[src/common/fadc_pkg.sv]
// Package holding constants and types of the flash converter encoder block
package fadc_pkg;
	// ==========================================================
	// Sizes
	localparam int unsigned LEVEL_COUNT   = 127;	// Comparator levels
	localparam int unsigned RESULT_WIDTH  = 7;	// Result word width
	localparam int unsigned RESULT_MSB    = 6;	// Top result bit index
	localparam int unsigned COUNT_WIDTH   = 8;	// Width of the running count
	// ==========================================================
	// Timing in the time unit as printed, and cycles at the 20 MHz clock
	localparam int unsigned CLOCK_PERIOD_NS       = 50;
	localparam int unsigned STROBE_LOW_WIDTH_NS   = 22;	// Least low phase
	localparam int unsigned STROBE_HIGH_WIDTH_NS  = 18;	// Least high phase
	// Least times round up to whole cycles
	localparam int unsigned STROBE_LOW_CYCLES  =
		(STROBE_LOW_WIDTH_NS + CLOCK_PERIOD_NS - 1) / CLOCK_PERIOD_NS;
	localparam int unsigned STROBE_HIGH_CYCLES =
		(STROBE_HIGH_WIDTH_NS + CLOCK_PERIOD_NS - 1) / CLOCK_PERIOD_NS;
	// Result hold after strobe edge, and delay to new result, in cycles
	localparam int unsigned OUTPUT_HOLD_CYCLES  = 1;
	localparam int unsigned OUTPUT_DELAY_CYCLES = 3;
	// ==========================================================
	// Codes
	localparam logic [6:0] FULL_SCALE_POS = 7'h7f;
	localparam logic [6:0] FULL_SCALE_NEG = 7'h00;
	localparam logic [6:0] RESULT_RESET   = 7'h00;
	// ==========================================================
	// Types
	typedef logic [LEVEL_COUNT-1:0] fadc_thermo_t;	// One bit per comparator
	typedef logic [RESULT_WIDTH-1:0] fadc_word_t;

	// Coding controls travel together
	typedef struct packed {
		logic msb_invert_n;		// Low complements the top bit
		logic low_bits_invert_n;	// Low complements the six low bits
	} fadc_coding_s;
endpackage : fadc_pkg

[src/fadc_buf2.sv]
// Two-entry valid/ready buffer for result words
`timescale 1ns/1ps
module fadc_buf2 (
	// Clock and reset
	input  wire logic              clk_i,
	input  wire logic              reset_i,
	// Fill side
	input  wire logic              in_valid_i,
	input  wire fadc_pkg::fadc_word_t in_data_i,
	output logic                   in_ready_o,
	// Drain side
	output logic                   out_valid_o,
	output fadc_pkg::fadc_word_t   out_data_o,
	input  wire logic              out_ready_i
);
	// ==========================================================
	// Storage
	fadc_pkg::fadc_word_t mem_reg [2];		// Two slots
	fadc_pkg::fadc_word_t mem_next [2];
	logic                 wr_reg, wr_next;		// Write slot
	logic                 rd_reg, rd_next;		// Read slot
	logic [1:0]           cnt_reg, cnt_next;	// Words held
	logic                 push, pop;

	// Next-state: push when room, pop when taken
	always_comb begin
		push     = in_valid_i && (cnt_reg != 2'h2);
		pop      = (cnt_reg != 2'h0) && out_ready_i;
		mem_next = mem_reg;
		wr_next  = wr_reg;
		rd_next  = rd_reg;
		if (push) begin
			mem_next[wr_reg] = in_data_i;
			wr_next          = ~wr_reg;
		end
		if (pop) begin
			rd_next = ~rd_reg;
		end
		cnt_next = cnt_reg + {1'b0, push} - {1'b0, pop};
	end

	// Registers
	always_ff @(posedge clk_i) begin
		if (reset_i) begin
			wr_reg  <= 1'b0;
			rd_reg  <= 1'b0;
			cnt_reg <= 2'h0;
		end else begin
			wr_reg  <= wr_next;
			rd_reg  <= rd_next;
			cnt_reg <= cnt_next;
		end
		mem_reg <= mem_next;
	end

	// Honest full and empty
	assign in_ready_o  = (cnt_reg != 2'h2);
	assign out_valid_o = (cnt_reg != 2'h0);
	assign out_data_o  = mem_reg[rd_reg];
endmodule : fadc_buf2

[src/fadc_encoder.sv]
// Flash converter strobe capture, thermometer encoding and output coding
`timescale 1ns/1ps
module fadc_encoder (
	// Clock and reset
	input  wire logic                   clk_i,
	input  wire logic                   reset_i,
	// Comparator bank and strobe pin
	input  wire fadc_pkg::fadc_thermo_t comparator_i,	// Bit k on when input above level k
	input  wire logic                   sample_strobe_i,
	// Static coding controls
	input  wire fadc_pkg::fadc_coding_s coding_i,
	// Result stream
	output fadc_pkg::fadc_word_t        result_o,		// Bit 6 is result_bit_top
	output logic                        result_valid_o,
	input  wire logic                   result_ready_i,
	// Status
	output logic                        strobe_error_o	// Strobe phase too short, or word lost at a full buffer
);
	// ==========================================================
	// Input synchronisers
	logic [1:0] strobe_sync_reg, strobe_sync_next;
	fadc_pkg::fadc_thermo_t cmp_sync1_reg, cmp_sync2_reg;
	fadc_pkg::fadc_coding_s cod_sync1_reg, cod_sync2_reg;
	logic strobe_prev_reg;					// Edge detect, reads stage two only

	always_comb begin
		strobe_sync_next = {strobe_sync_reg[0], sample_strobe_i};
	end

	// Two flops on the strobe, comparator and coding pins before logic reads them
	always_ff @(posedge clk_i) begin
		strobe_sync_reg <= strobe_sync_next;
		cmp_sync1_reg   <= comparator_i;
		cmp_sync2_reg   <= cmp_sync1_reg;
		cod_sync1_reg   <= coding_i;
		cod_sync2_reg   <= cod_sync1_reg;
		strobe_prev_reg <= strobe_sync_reg[1];
	end

	logic strobe_rise;
	assign strobe_rise = strobe_sync_reg[1] && !strobe_prev_reg;

	// ==========================================================
	// Comparator latch: taken on the strobe edge
	fadc_pkg::fadc_thermo_t latch_reg, latch_next;

	always_comb begin
		latch_next = latch_reg;
		if (strobe_rise) begin
			latch_next = cmp_sync2_reg;
		end
	end

	// ==========================================================
	// Thermometer encoder: count of lit comparators
	// A count tolerates stray bubbles better than a priority search.
	logic [fadc_pkg::COUNT_WIDTH-1:0] ones;
	fadc_pkg::fadc_word_t             binary;
	fadc_pkg::fadc_word_t             coded;

	always_comb begin
		ones = '0;
		for (int k = 0; k < fadc_pkg::LEVEL_COUNT; k++) begin
			ones = ones + {7'h00, latch_reg[k]};
		end
		// All on gives positive full scale, none gives negative
		binary = ones[fadc_pkg::RESULT_WIDTH-1:0];
		coded  = binary;
		// Coding controls read steady, so no glitch guard needed
		if (!cod_sync2_reg.msb_invert_n) begin
			coded[fadc_pkg::RESULT_MSB] = ~binary[fadc_pkg::RESULT_MSB];
		end
		if (!cod_sync2_reg.low_bits_invert_n) begin
			coded[fadc_pkg::RESULT_MSB-1:0] = ~binary[fadc_pkg::RESULT_MSB-1:0];
		end
	end

	// ==========================================================
	// Conversion sequencer: hold old result, then present new
	typedef enum logic [1:0] {FADC_IDLE, FADC_HOLD, FADC_SHOW} fadc_state_e;
	fadc_state_e state_reg, state_next;
	logic [1:0]  delay_reg, delay_next;
	logic        push_valid;

	always_comb begin
		state_next = state_reg;
		delay_next = delay_reg;
		push_valid = 1'b0;
		unique case (state_reg)
			FADC_IDLE: begin
				if (strobe_rise) begin
					state_next = FADC_HOLD;
					delay_next = 2'h0;
				end
			end
			FADC_HOLD: begin
				// Old word stays on the pins for the hold time
				delay_next = delay_reg + 2'h1;
				if (delay_reg == 2'(fadc_pkg::OUTPUT_HOLD_CYCLES - 1)) begin
					state_next = FADC_SHOW;
				end
			end
			FADC_SHOW: begin
				// Encoder feeds the buffer straight, no staging flop
				push_valid = 1'b1;
				state_next = FADC_IDLE;
			end
		endcase
	end

	always_ff @(posedge clk_i) begin
		if (reset_i) begin
			state_reg <= FADC_IDLE;
			delay_reg <= 2'h0;
			latch_reg <= '0;
		end else begin
			state_reg <= state_next;
			delay_reg <= delay_next;
			latch_reg <= latch_next;
		end
	end

	// ==========================================================
	// Two-entry buffer absorbs a receiver stall
	logic                 buf_in_ready, buf_out_valid;
	fadc_pkg::fadc_word_t buf_out_data;

	fadc_buf2 u_buf (
		.clk_i       (clk_i),
		.reset_i     (reset_i),
		.in_valid_i  (push_valid),
		.in_data_i   (coded),
		.in_ready_o  (buf_in_ready),
		.out_valid_o (buf_out_valid),
		.out_data_o  (buf_out_data),
		.out_ready_i (!result_valid_o || result_ready_i)
	);

	// ==========================================================
	// Output flops and strobe width checks
	fadc_pkg::fadc_word_t result_reg, result_next;
	logic valid_reg, valid_next, err_reg, err_next;
	logic [1:0] phase_reg, phase_next;			// Cycles in current strobe phase

	always_comb begin
		result_next = result_reg;
		valid_next  = valid_reg;
		err_next    = err_reg;
		phase_next  = (phase_reg == 2'h3) ? phase_reg : phase_reg + 2'h1;
		if (!valid_reg || result_ready_i) begin
			valid_next = buf_out_valid;
			if (buf_out_valid) begin
				result_next = buf_out_data;
			end
		end
		if (strobe_sync_reg[1] != strobe_prev_reg) begin
			phase_next = 2'h1;
			// Phase ending shorter than its least width, or lost word
			if (phase_reg < 2'(strobe_prev_reg ? fadc_pkg::STROBE_HIGH_CYCLES
			                                  : fadc_pkg::STROBE_LOW_CYCLES)) begin
				err_next = 1'b1;
			end
		end
		if (push_valid && !buf_in_ready) begin
			err_next = 1'b1;
		end
	end

	always_ff @(posedge clk_i) begin
		if (reset_i) begin
			result_reg <= fadc_pkg::RESULT_RESET;
			valid_reg  <= 1'b0;
			err_reg    <= 1'b0;
			phase_reg  <= 2'h3;
		end else begin
			result_reg <= result_next;
			valid_reg  <= valid_next;
			err_reg    <= err_next;
			phase_reg  <= phase_next;
		end
	end

	assign result_o       = result_reg;
	assign result_valid_o = valid_reg;
	assign strobe_error_o = err_reg;

	// ==========================================================
	// Checks
	// Strobe edge to word held in the buffer, in cycles
	localparam int DELAY_TO_BUF = fadc_pkg::OUTPUT_DELAY_CYCLES;
	a_hold_old_word: assert property (@(posedge clk_i) disable iff (reset_i)
		strobe_rise && result_valid_o && !result_ready_i |=> $stable(result_o))
		else $error("result changed while held");
	a_push_after_edge: assert property (@(posedge clk_i) disable iff (reset_i)
		strobe_rise && state_reg == FADC_IDLE |-> ##2 push_valid)
		else $error("conversion did not complete");
	a_word_buffered: assert property (@(posedge clk_i) disable iff (reset_i)
		strobe_rise && state_reg == FADC_IDLE |-> ##DELAY_TO_BUF buf_out_valid)
		else $error("word missing from buffer");
	a_latch_on_edge: assert property (@(posedge clk_i) disable iff (reset_i)
		strobe_rise |=> latch_reg == $past(cmp_sync2_reg))
		else $error("comparators not latched");
	a_full_scale_pos: assert property (@(posedge clk_i) disable iff (reset_i)
		(&latch_reg) && cod_sync2_reg == 2'b11 |-> coded == fadc_pkg::FULL_SCALE_POS)
		else $error("positive full scale wrong");
	a_full_scale_neg: assert property (@(posedge clk_i) disable iff (reset_i)
		(latch_reg == '0) && cod_sync2_reg == 2'b11 |-> coded == fadc_pkg::FULL_SCALE_NEG)
		else $error("negative full scale wrong");
	a_msb_invert: assert property (@(posedge clk_i) disable iff (reset_i)
		coded[6] == (binary[6] ^ !cod_sync2_reg.msb_invert_n))
		else $error("top bit coding wrong");
	a_low_invert: assert property (@(posedge clk_i) disable iff (reset_i)
		coded[5:0] == (binary[5:0] ^ {6{!cod_sync2_reg.low_bits_invert_n}}))
		else $error("low bits coding wrong");
	a_stall_keeps: assert property (@(posedge clk_i) disable iff (reset_i)
		result_valid_o && !result_ready_i |=> result_valid_o && $stable(result_o))
		else $error("stalled word lost");
	c_one_sample_strobe: cover property (@(posedge clk_i) disable iff (reset_i) push_valid);
	c_stall: cover property (@(posedge clk_i) disable iff (reset_i) !buf_in_ready);
	c_error: cover property (@(posedge clk_i) disable iff (reset_i) $rose(strobe_error_o));
endmodule : fadc_encoder

[config.mk]
export PLATFORM = sky130hd
export DESIGN_NAME = fadc_encoder
export DESIGN_NICKNAME = d
export VERILOG_FILES = /design/src/common/fadc_pkg.sv /design/src/fadc_buf2.sv /design/src/fadc_encoder.sv
export SDC_FILE = /design/constraint.sdc
export NUM_CORES = 1
export LEC_CHECK = 0
export BUFFER_PORTS_ARGS = -buffer_cell sky130_fd_sc_hd__buf_2
export CORE_ASPECT_RATIO = 0.6
export CORE_MARGIN = 2
export CORE_UTILIZATION = 35
export DETAILED_ROUTE_END_ITERATION = 10
export GPL_ROUTABILITY_DRIVEN = 0
export PLACE_DENSITY = 0.51
export SETUP_SLACK_MARGIN = 0.2
export SLEW_MARGIN = 20
export SYNTH_ARGS = -nofsm -noshare
export SYNTH_HDL_FRONTEND = slang
export SYNTH_HIERARCHICAL = 1
export SYNTH_SLANG_ARGS = --single-unit
[constraint.sdc]
create_clock -name clk_i -period 8.2 [get_ports clk_i]
set_input_delay 1.64 -clock clk_i [delete_from_list [all_inputs] [get_ports clk_i]]
set_output_delay 1.64 -clock clk_i [all_outputs]
set_load 0.02 [all_outputs]
==> impl_metrics.toml, run 1 <==
[run_status]
status = "completed"

[sta]
final.period_utilization_pct = 87.76
tightest_slew_ps = 1028
max_slew_margin_pct = 31.50
tns_ps = 0
finalClockSkew_ps = 9.994
drv_slew = 0
finalSetupViolCount = 0
fin_crit_ps = 7196
hold_viol = 0
rsz0062_at_grt = "no"
fmax_ghz = 0.1390

[final_layout]
multi_input_area_um2 = 5089
final_nets = 1574
utilization_pct = 42.31
postLayoutCellArea_um2 = 17230
layout-drive-gt1-share_pct = 17.08
fill_cells = 3818
areaGrowthSynthToFinish_pct = 18.25
register_area_um2 = 8568

[synth]
synth_seq_cells = 421
synthDistinctLibCells = 42
synth_top_area_share_pct = 55.93
syn_avg_cell_area_um2 = 12.75
ys_top_cells_by_area = "dfxtp_1, fa_1, mux2i_1"
synth-seq-area-share_pct = 58.81
ys.warnings.count = 6
synth_edf_count = 14
synthCells = 1143
syn-num-nets = 1423
ys.flop_type = "dfxtp_1"
synth_area_um2 = 14570
async_reset_ff_share_pct = 0
yosys.area.top_type = "dfxtp_1"

[place]
dpl_cell_area_um2 = 15820
dpl.hpwl_um = 19570
numPortBuffers = 141

[pwr]
comb_power_share_pct = 43.6
power.leakage_nw = 7.689
seq_power_share_pct = 32.3
vdd_drop_max_mv = 0.6404
power.internal_w = 0.005277
p_clk_share_pct = 24.1
swShare_pct = 34.80
powerDensity_nw_per_um2 = 469.8
p_sw_w = 0.002816
power_w = 0.008093

[cts]
cts_tree = "built"
clock-root-buffer = "clkbuf_16"
path_clk_slew_ps = 60
ctsResizeCount = 0
cts_sinks = 421
worstSkewPairLatency_ps = 530
cts_setup_buffers = 0
cts_buffer_depth = 3
cts_hold_buffers = 0
htree_levels = 2
cts_buffers = 39

[worst_setup_path]
cp.arrival_ps = 7460
crit_path_end_kind = "flip-flop"
path_max_fanout = 2
worst_setup_path_start_kind = "flip-flop"
cpMostUsedCell = "fa_1"
crit_chain = "fa_1 -> inv_1 -> fa_1 -> inv_1 -> fa_1 -> inv_1 -> fa_1 -> inv_1 -> fa_1 -> inv_1 -> fa_1 -> fa_1 -> fa_1 -> fa_1 -> fa_1 -> fa_1 -> fa_1 -> o21ai_1 -> a31oi_1 -> xnor2_1"
slowest_stage = "fa_1"
cp.required_ps = 8470
crit_buf_inv = 5
crit_type = "flip-flop to flip-flop"
crit_family = "adder cells"
max_stage_delay_ps = 590

[floorplan]
die_w_um = 267.4
ioPinCount = 142
start_util_pct = 35.78
die-area_um2 = 43330
rows = 57
core_um2 = 40720
die_h_um = 162.0

[global_route]
grt_overflow = 0
grtUsageTotal_pct = 13.12
grt_first_pass_wirelength_um = 43730
grt_pass1_vias = 8097
grt_max_degree = 90
antenna_found_initial = 3

[route]
drt_iter0_markers = 294
routed_wirelength_um = 26850
wl_per_cell_um = 14.24
ant_nets = 0
via_count = 7417
first_pass_iters = 4
drc_errors = 0
viasPerCell = 3.935

[min_path]
hold_class = "flip-flop to flip-flop"

[job]
maxCapViolations = 0
-- layer usage --
layer  part of all wire [%]  wire length (um)  GRT usage [%]
met1                     53             14320          19.91
met2                     39             10490          18.11
met3                    5.6              1515          3.699
met4                    1.9               506          3.396
met5                  0.060                16              0
-- final timing paths --
| check | startpoint | endpoint | slack, ps | cells after the start |
|---|---|---|---|---|
| worst max-delay path | latch_reg[53]$_SDFFE_PP0P_ | u_buf/mem_reg[13]$_DFFE_PP_ | 1000 | 20 |
| worst min-delay path | cmp_sync1_reg[57]$_DFF_P_ | cmp_sync2_reg[57]$_DFF_P_ | 320 | 0 |
| worst min register to register | cmp_sync1_reg[57]$_DFF_P_ | cmp_sync2_reg[57]$_DFF_P_ | 320 | 0 |
| worst max register to register | latch_reg[53]$_SDFFE_PP0P_ | u_buf/mem_reg[13]$_DFFE_PP_ | 1000 | 20 |
-- cell type report --
class                      count  area share, %
tap                          560          4.067
clock buffer                  52          6.471
sequential                   421          49.73
inverter                     195          4.249
clock inverter                18          1.670
antenna                        2        0.02905
timing repair buffer         144          4.241
multi-input combinational    493          29.54
-- logic make-up after synthesis --
logic type | after synthesis | synth area share [%]
xor gates and xnor gates | 15 | 0.9533
and+or+nand+nor | 167 | 4.724
buffers and inverters | 229 | 6.347
AOI/OAI and AO/OA | 28 | 1.228
muxes | 136 | 9.438
adders and majority gates | 147 | 18.50
DFF | 421 | 58.81
-- per-stage QoR --
stage	std cells	setup slack, ps	hold slack [ps]
after floorplan	1143	1384	309.6
after global placement	1813	1052	311.3
after detailed placement	1813	976.1	312.1
after CTS	1883	950.0	325.7
after global routing	1883	714.1	330.8
final	1885	1004	324.4
-- power by group through the flow --
| stage | Clock (W) | Combinational, W | Sequential (W) |
|---|---|---|---|
| floorplan | 0 | 0.00269 | 0.00265 |
| global placement | 0 | 0.00349 | 0.00266 |
| detailed placement | 0 | 0.00358 | 0.00266 |
| CTS | 0.00202 | 0.00362 | 0.00262 |
| global route | 0.00210 | 0.00414 | 0.00264 |
| finish | 0.00195 | 0.00353 | 0.00262 |
-- cell usage after synthesis, types with 2 or more instances --
cell type  number
fa_1          114
ha_1           33
nor2b_1         3
xnor2_1         9
mux2i_1       128
a21oi_1        12
mux2_2          7
nor2_1        134
nand2b_1        2
nand3_1         8
and2_1          2
xor2_1          5
clkbuf_1       12
edfxtp_1       14
dfxtp_1       407
o21ai_1         3
buf_4          15
nand2_1        10
buf_2           7
inv_1         195
nor3_1          2
-- worst register-to-register path, stage by stage, from the launching register on --
cell	delay, ps
dfxtp_1	320
fa_1	540
inv_1	60
fa_1	500
inv_1	60
fa_1	510
inv_1	50
fa_1	480
inv_1	60
fa_1	470
inv_1	50
fa_1	480
fa_1	510
fa_1	590
fa_1	450
fa_1	460
fa_1	420
fa_1	430
o21ai_1	220
a31oi_1	130
xnor2_1	150
-- layout by cell type (no fill, tap or decap), drive strengths merged, types with 2 or more instances in the layout --
master	synthesis	final
clkbuf	12	52
o21ai	4	4
nor2b	3	3
nand2b	4	4
nor2	134	134
bufinv	0	7
edfxtp	14	14
nor3	2	2
xnor2	9	9
clkinvlp	0	3
nand2	11	11
diode	0	2
xor2	6	6
nand3	8	8
inv	195	199
dfxtp	407	407
fa	114	114
mux2	8	8
mux2i	128	128
o21a	2	2
a21oi	12	12
clkinv	0	4
buf	22	144
ha	33	33
and2	2	2
Note: power is estimated with default switching activity, not from simulation.
==> run 2, diff against run 1 <==
--- a/config.mk
+++ b/config.mk
@@ -5,14 +5,15 @@
 export SDC_FILE = /design/constraint.sdc
 export NUM_CORES = 1
 export LEC_CHECK = 0
+export ABC_AREA = 1
 export BUFFER_PORTS_ARGS = -buffer_cell sky130_fd_sc_hd__buf_2
 export CORE_ASPECT_RATIO = 0.6
 export CORE_MARGIN = 2
 export CORE_UTILIZATION = 35
 export DETAILED_ROUTE_END_ITERATION = 10
 export GPL_ROUTABILITY_DRIVEN = 0
+export HOLD_SLACK_MARGIN = 0.05
 export PLACE_DENSITY = 0.51
-export SETUP_SLACK_MARGIN = 0.2
 export SLEW_MARGIN = 20
 export SYNTH_ARGS = -nofsm -noshare
 export SYNTH_HDL_FRONTEND = slang
==> impl_metrics.toml, run 2 <==
[cts]
worstSkewPairLatency_ps = 530
cts_buffers = 39
cts_setup_buffers = 0
cts_sinks = 421
clock-root-buffer = "clkbuf_16"
path_clk_slew_ps = 70
cts_tree = "built"
cts_buffer_depth = 3
cts_hold_buffers = 0
ctsResizeCount = 0
htree_levels = 2

[final_layout]
fill_cells = 3859
layout-drive-gt1-share_pct = 17.10
areaGrowthSynthToFinish_pct = 16.51
final_nets = 1684
final_common_cell = "dfxtp_1"
final_cell_mix = "dfxtp_1, inv_1, buf_2, nor2_1, o21ai_0"
fin_cells = 1993
diodes = 0
postLayoutCellArea_um2 = 16970

[floorplan]
die_h_um = 162.0
die-area_um2 = 43320
rows = 57
die_w_um = 267.4
ioPinCount = 142
core_um2 = 40720
start_util_pct = 35.77

[global_route]
antenna_found_initial = 2
grtUsageMet1_pct = 21.62
met2_usage_pct = 18.00
grt_max_degree = 104
globalRoute.busiestLayer = "met1"
grt_pass1_vias = 8361
grt_overflow = 0
grt_first_pass_wirelength_um = 45670
grtUsageTotal_pct = 13.56
use_met3_pct = 3.305

[synth]
syn-num-nets = 1543
async_reset_ff_share_pct = 0
synth_most_common_cell = "dfxtp_1"
ys.warnings.count = 6
synthDistinctLibCells = 27
yosys.area.top_type = "dfxtp_1"
synth_edf_count = 14
syn_avg_cell_area_um2 = 11.53
synthCells = 1263
synth_seq_cells = 421
synth_area_um2 = 14570
ys_top_cells_by_area = "dfxtp_1, fa_1, inv_1"
ys.flop_type = "dfxtp_1"
yosys-top-cells-count = "dfxtp_1, inv_1, nor2_1"
synth-seq-area-share_pct = 58.82
synth_top_area_share_pct = 55.93

[worst_setup_path]
path_max_fanout = 2
crit_family = "adder cells"
cp.arrival_ps = 7340
cpMostUsedCell = "fa_1"
crit_path_end_kind = "flip-flop"
slowest_stage = "fa_1"
crit_buf_inv = 7
max_stage_delay_ps = 530
worst_setup_path_start_kind = "flip-flop"
crit_type = "flip-flop to flip-flop"
cp.required_ps = 8460

[route]
drt_iter0_markers = 438
routed_wirelength_um = 28530
first_pass_iters = 4
drc_errors = 0
via_count = 8128
ant_nets = 0
viasPerCell = 4.078
wl_per_cell_um = 14.32

[place]
dpl.hpwl_um = 20560
placed_cells = 1923
dpl_cell_area_um2 = 15680
numPortBuffers = 141

[sta]
max_slew_margin_pct = 35.65
hold_viol = 0
fmax_ghz = 0.1413
finalClockSkew_ps = 30.40
rsz0062_at_grt = "no"
tightest_slew_ps = 965.2
fin_crit_ps = 7076
final.period_utilization_pct = 86.29
tns_ps = 0
finalSetupViolCount = 0
drv_slew = 0

[run_status]
status = "completed"

[job]
maxCapViolations = 0

[min_path]
hold_class = "flip-flop to flip-flop"
run 2: cell count changes in the layout (fill, tap and decap cells not counted), moves of 5 or more:
cell / delta
mux2_4: +6
mux2_2: -7
inv_1: +23
a21oi_1: +54
mux2i_1: -128
o21ai_0: +123
a21oi_2: +12
o21ai_2: +14
clkbuf_8: -5
nand2_1: +30
nor2_1: +5
nand3_1: +7
run 2: final cells by class:
type | count | area [um2] | area share, %
sequential | 421 | 8568 | 50.48
multi-input combinational | 578 | 4848 | 28.57
clock buffer | 50 | 1061 | 6.251
inverter | 220 | 832.0 | 4.902
timing repair buffer | 144 | 728.2 | 4.290
tap | 560 | 700.7 | 4.128
clock inverter | 20 | 234.0 | 1.379
run 2: cells by family after synthesis:
group	after synthesis	share of synthesized area (%)
flip-flops	421	58.82
buffers and inverters	264	7.988
AO/OA/AOI/OAI	217	8.134
AND/OR/NAND/NOR	198	5.299
adder cells (fa/ha/maj)	147	18.50
XOR/XNOR	9	0.5411
multiplexers	7	0.7215
run 2: layer usage:
metal,routed length (um),share of wire [%],vias up
met5,11,0.039,-
met4,494,1.7,2
met3,1552,5.4,49
met2,10950,38,132
met1,15520,54,3792
li1,-,-,4153
run 2: through the flow:
| stage | hold slack (ps) | util [%] | setup WS [ps] |
|---|---|---|---|
| final | 322.2 | 41.68 | 1124 |
| after global routing | 328.0 | 41.68 | 792.3 |
| after CTS | 320.1 | 41.68 | 1063 |
| after detailed placement | 312.1 | 38.50 | 1088 |
| after global placement | 314.2 | 38.47 | 1140 |
| after floorplan | 309.6 | - | 1423 |
run 2: worst paths after layout:
path	start	to	slack, ps	depth (start not counted)
hold reg to reg	cmp_sync1_reg[66]$_DFF_P_	cmp_sync2_reg[66]$_DFF_P_	320	0
setup reg to reg	latch_reg[53]$_SDFFE_PP0P_	u_buf/mem_reg[13]$_DFFE_PP_	1120	25
hold / removal	cmp_sync1_reg[66]$_DFF_P_	cmp_sync2_reg[66]$_DFF_P_	320	0
setup / recovery	latch_reg[53]$_SDFFE_PP0P_	u_buf/mem_reg[13]$_DFFE_PP_	1120	25
Power of run 2 is not shown: default switching activity piles up to over one toggle a cycle in this logic, so the estimate is an artifact.
==> run 3, diff against run 2 <==
--- a/config.mk
+++ b/config.mk
@@ -9,11 +9,11 @@
 export BUFFER_PORTS_ARGS = -buffer_cell sky130_fd_sc_hd__buf_2
 export CORE_ASPECT_RATIO = 0.6
 export CORE_MARGIN = 2
-export CORE_UTILIZATION = 35
+export CORE_UTILIZATION = 53
 export DETAILED_ROUTE_END_ITERATION = 10
 export GPL_ROUTABILITY_DRIVEN = 0
 export HOLD_SLACK_MARGIN = 0.05
-export PLACE_DENSITY = 0.51
+export PLACE_DENSITY = 0.74
 export SLEW_MARGIN = 20
 export SYNTH_ARGS = -nofsm -noshare
 export SYNTH_HDL_FRONTEND = slang
==> constraint.sdc (replaced) <==
create_clock -name clk_i -period 6.3 [get_ports clk_i]
set_input_delay 1.26 -clock clk_i [delete_from_list [all_inputs] [get_ports clk_i]]
set_output_delay 1.26 -clock clk_i [all_outputs]
set_load 0.02 [all_outputs]
==> impl_metrics.toml, run 3 (synthesized netlist as in run 2, its figures left out) <==
[floorplan]
ioPinCount = 142
die_h_um = 132.4
die-area_um2 = 28870
rows = 46
die_w_um = 218.0
start_util_pct = 54.55
core_um2 = 26710

[sta]
finalSetupViolCount = 14
rsz0062_at_grt = "yes"
fin_crit_ps = 6901
hold_viol = 0
final.period_utilization_pct = 109.5
drv_slew = 0
max_slew_margin_pct = 34.78
fmax_ghz = 0.1449
finalClockSkew_ps = 23.57
fin_ws_ps = -601.4
tightest_slew_ps = 978.4

[final_layout]
final_common_cell = "dfxtp_1"
final_nets = 1720
register_area_um2 = 8571
multi_input_area_um2 = 4886
final_cell_mix = "dfxtp_1, inv_1, buf_2, nor2_1, o21ai_0"
fin_cells = 1828
diodes = 0
areaGrowthSynthToFinish_pct = 16.47
layout-drive-gt1-share_pct = 20.30
fill_cells = 2129

[place]
numPortBuffers = 141
dpl.hpwl_um = 18910
placed_cells = 1761
place_ws_ps = -634.3

[global_route]
grtUsageTotal_pct = 18.88
grt_overflow = 0
grt_pass1_vias = 8635
antenna_found_initial = 2
grt_first_pass_wirelength_um = 42940
grt_max_degree = 142

[route]
via_count = 8420
wl_per_cell_um = 14.53
routed_wirelength_um = 26560
viasPerCell = 4.606
first_pass_iters = 5
drc_errors = 0
drt_iter0_markers = 539
ant_nets = 0

[worst_setup_path]
rr_worst_depth = 20
cp.required_ps = 6550
crit_path_end_kind = "flip-flop"
cp.arrival_ps = 7150
path_max_fanout = 2
crit_type = "flip-flop to flip-flop"
worst_setup_path_start_kind = "flip-flop"

[cts]
path_clk_slew_ps = 60
worstSkewPairLatency_ps = 530
clock-root-buffer = "clkbuf_16"
htree_levels = 2
cts_tree = "built"
cts_buffer_depth = 3
cts_buffers = 37
cts_sinks = 421

[min_path]
min_path_cells = 0
hold_class = "flip-flop to flip-flop"

[run_status]
violations = "negative setup slack"
status = "finished, violations left"

[job]
maxCapViolations = 0
-- run 3: changes by cell type in the layout (fill, tap and decap cells not counted), moves of 3 or more --
cell / change
fa_1: -3
fa_2: +3
inv_2: +8
inv_1: -8
buf_4: +38
-- run 3: worst paths after layout --
check	to	startpoint	slack, ps
max	u_buf/mem_reg[2]$_DFFE_PP_	latch_reg[53]$_SDFFE_PP0P_	-600
max reg2reg	u_buf/mem_reg[2]$_DFFE_PP_	latch_reg[53]$_SDFFE_PP0P_	-600
min reg2reg	cmp_sync2_reg[89]$_DFF_P_	cmp_sync1_reg[89]$_DFF_P_	320
min	cmp_sync2_reg[89]$_DFF_P_	cmp_sync1_reg[89]$_DFF_P_	320
-- run 3: area by class of cell --
cell class | instances | area share, %
Sequential cell | 421 | 50.51
Clock buffer | 52 | 6.334
Multi-Input combinational cell | 578 | 28.80
Clock inverter | 15 | 0.8259
Inverter | 220 | 4.904
Timing Repair Buffer | 182 | 5.973
Tap cell | 360 | 2.655
-- run 3: stage by stage --
stage          instance area, um2  utilization (%)  hold slack, ps  setup TNS, ps
6_report                    16970            63.54           324.0          -5944
5_1_grt                     16970            63.54           328.3          -8568
4_1_cts                     16950            63.47           324.6          -6251
3_5_place_dp                15710            58.82           312.1          -6230
3_3_place_gp                15710            58.82           312.0          -5054
2_1_floorplan               14570                -           309.6          -2108
-- run 3: per-layer routing --
layer,vias to the layer above,routed length (um),global-route usage [%],part of all wire (%)
li1,4221,-,-,-
met1,3980,13800,28.87,52
met2,189,10920,27.05,41
met3,30,1461,4.368,5.5
met4,0,376,4.800,1.4
met5,-,0,0,0
-- run 3: what timing repair did --
item / CTS / global route
setup buffers: 0 / 0
hold buffers: 0 / 0
pin swaps: 5 / 3
endpoints found under the setup margin: 14 / 14
gates resized for setup: 5 / 12
-- run 3: critical path, cell delays in order, from the launching register on --
cell and delay [ps]:
dfxtp_2 330, fa_1 540, inv_2 40, fa_1 520, inv_2 40, fa_1 500, inv_1 50, fa_1 490
inv_2 40, fa_1 490, inv_1 60, fa_1 450, fa_1 530, fa_1 460, fa_1 520, fa_1 430
fa_2 370, fa_2 350, buf_4 150, xnor2_2 140, xnor2_2 140
Power of run 3 is left out for the same reason.
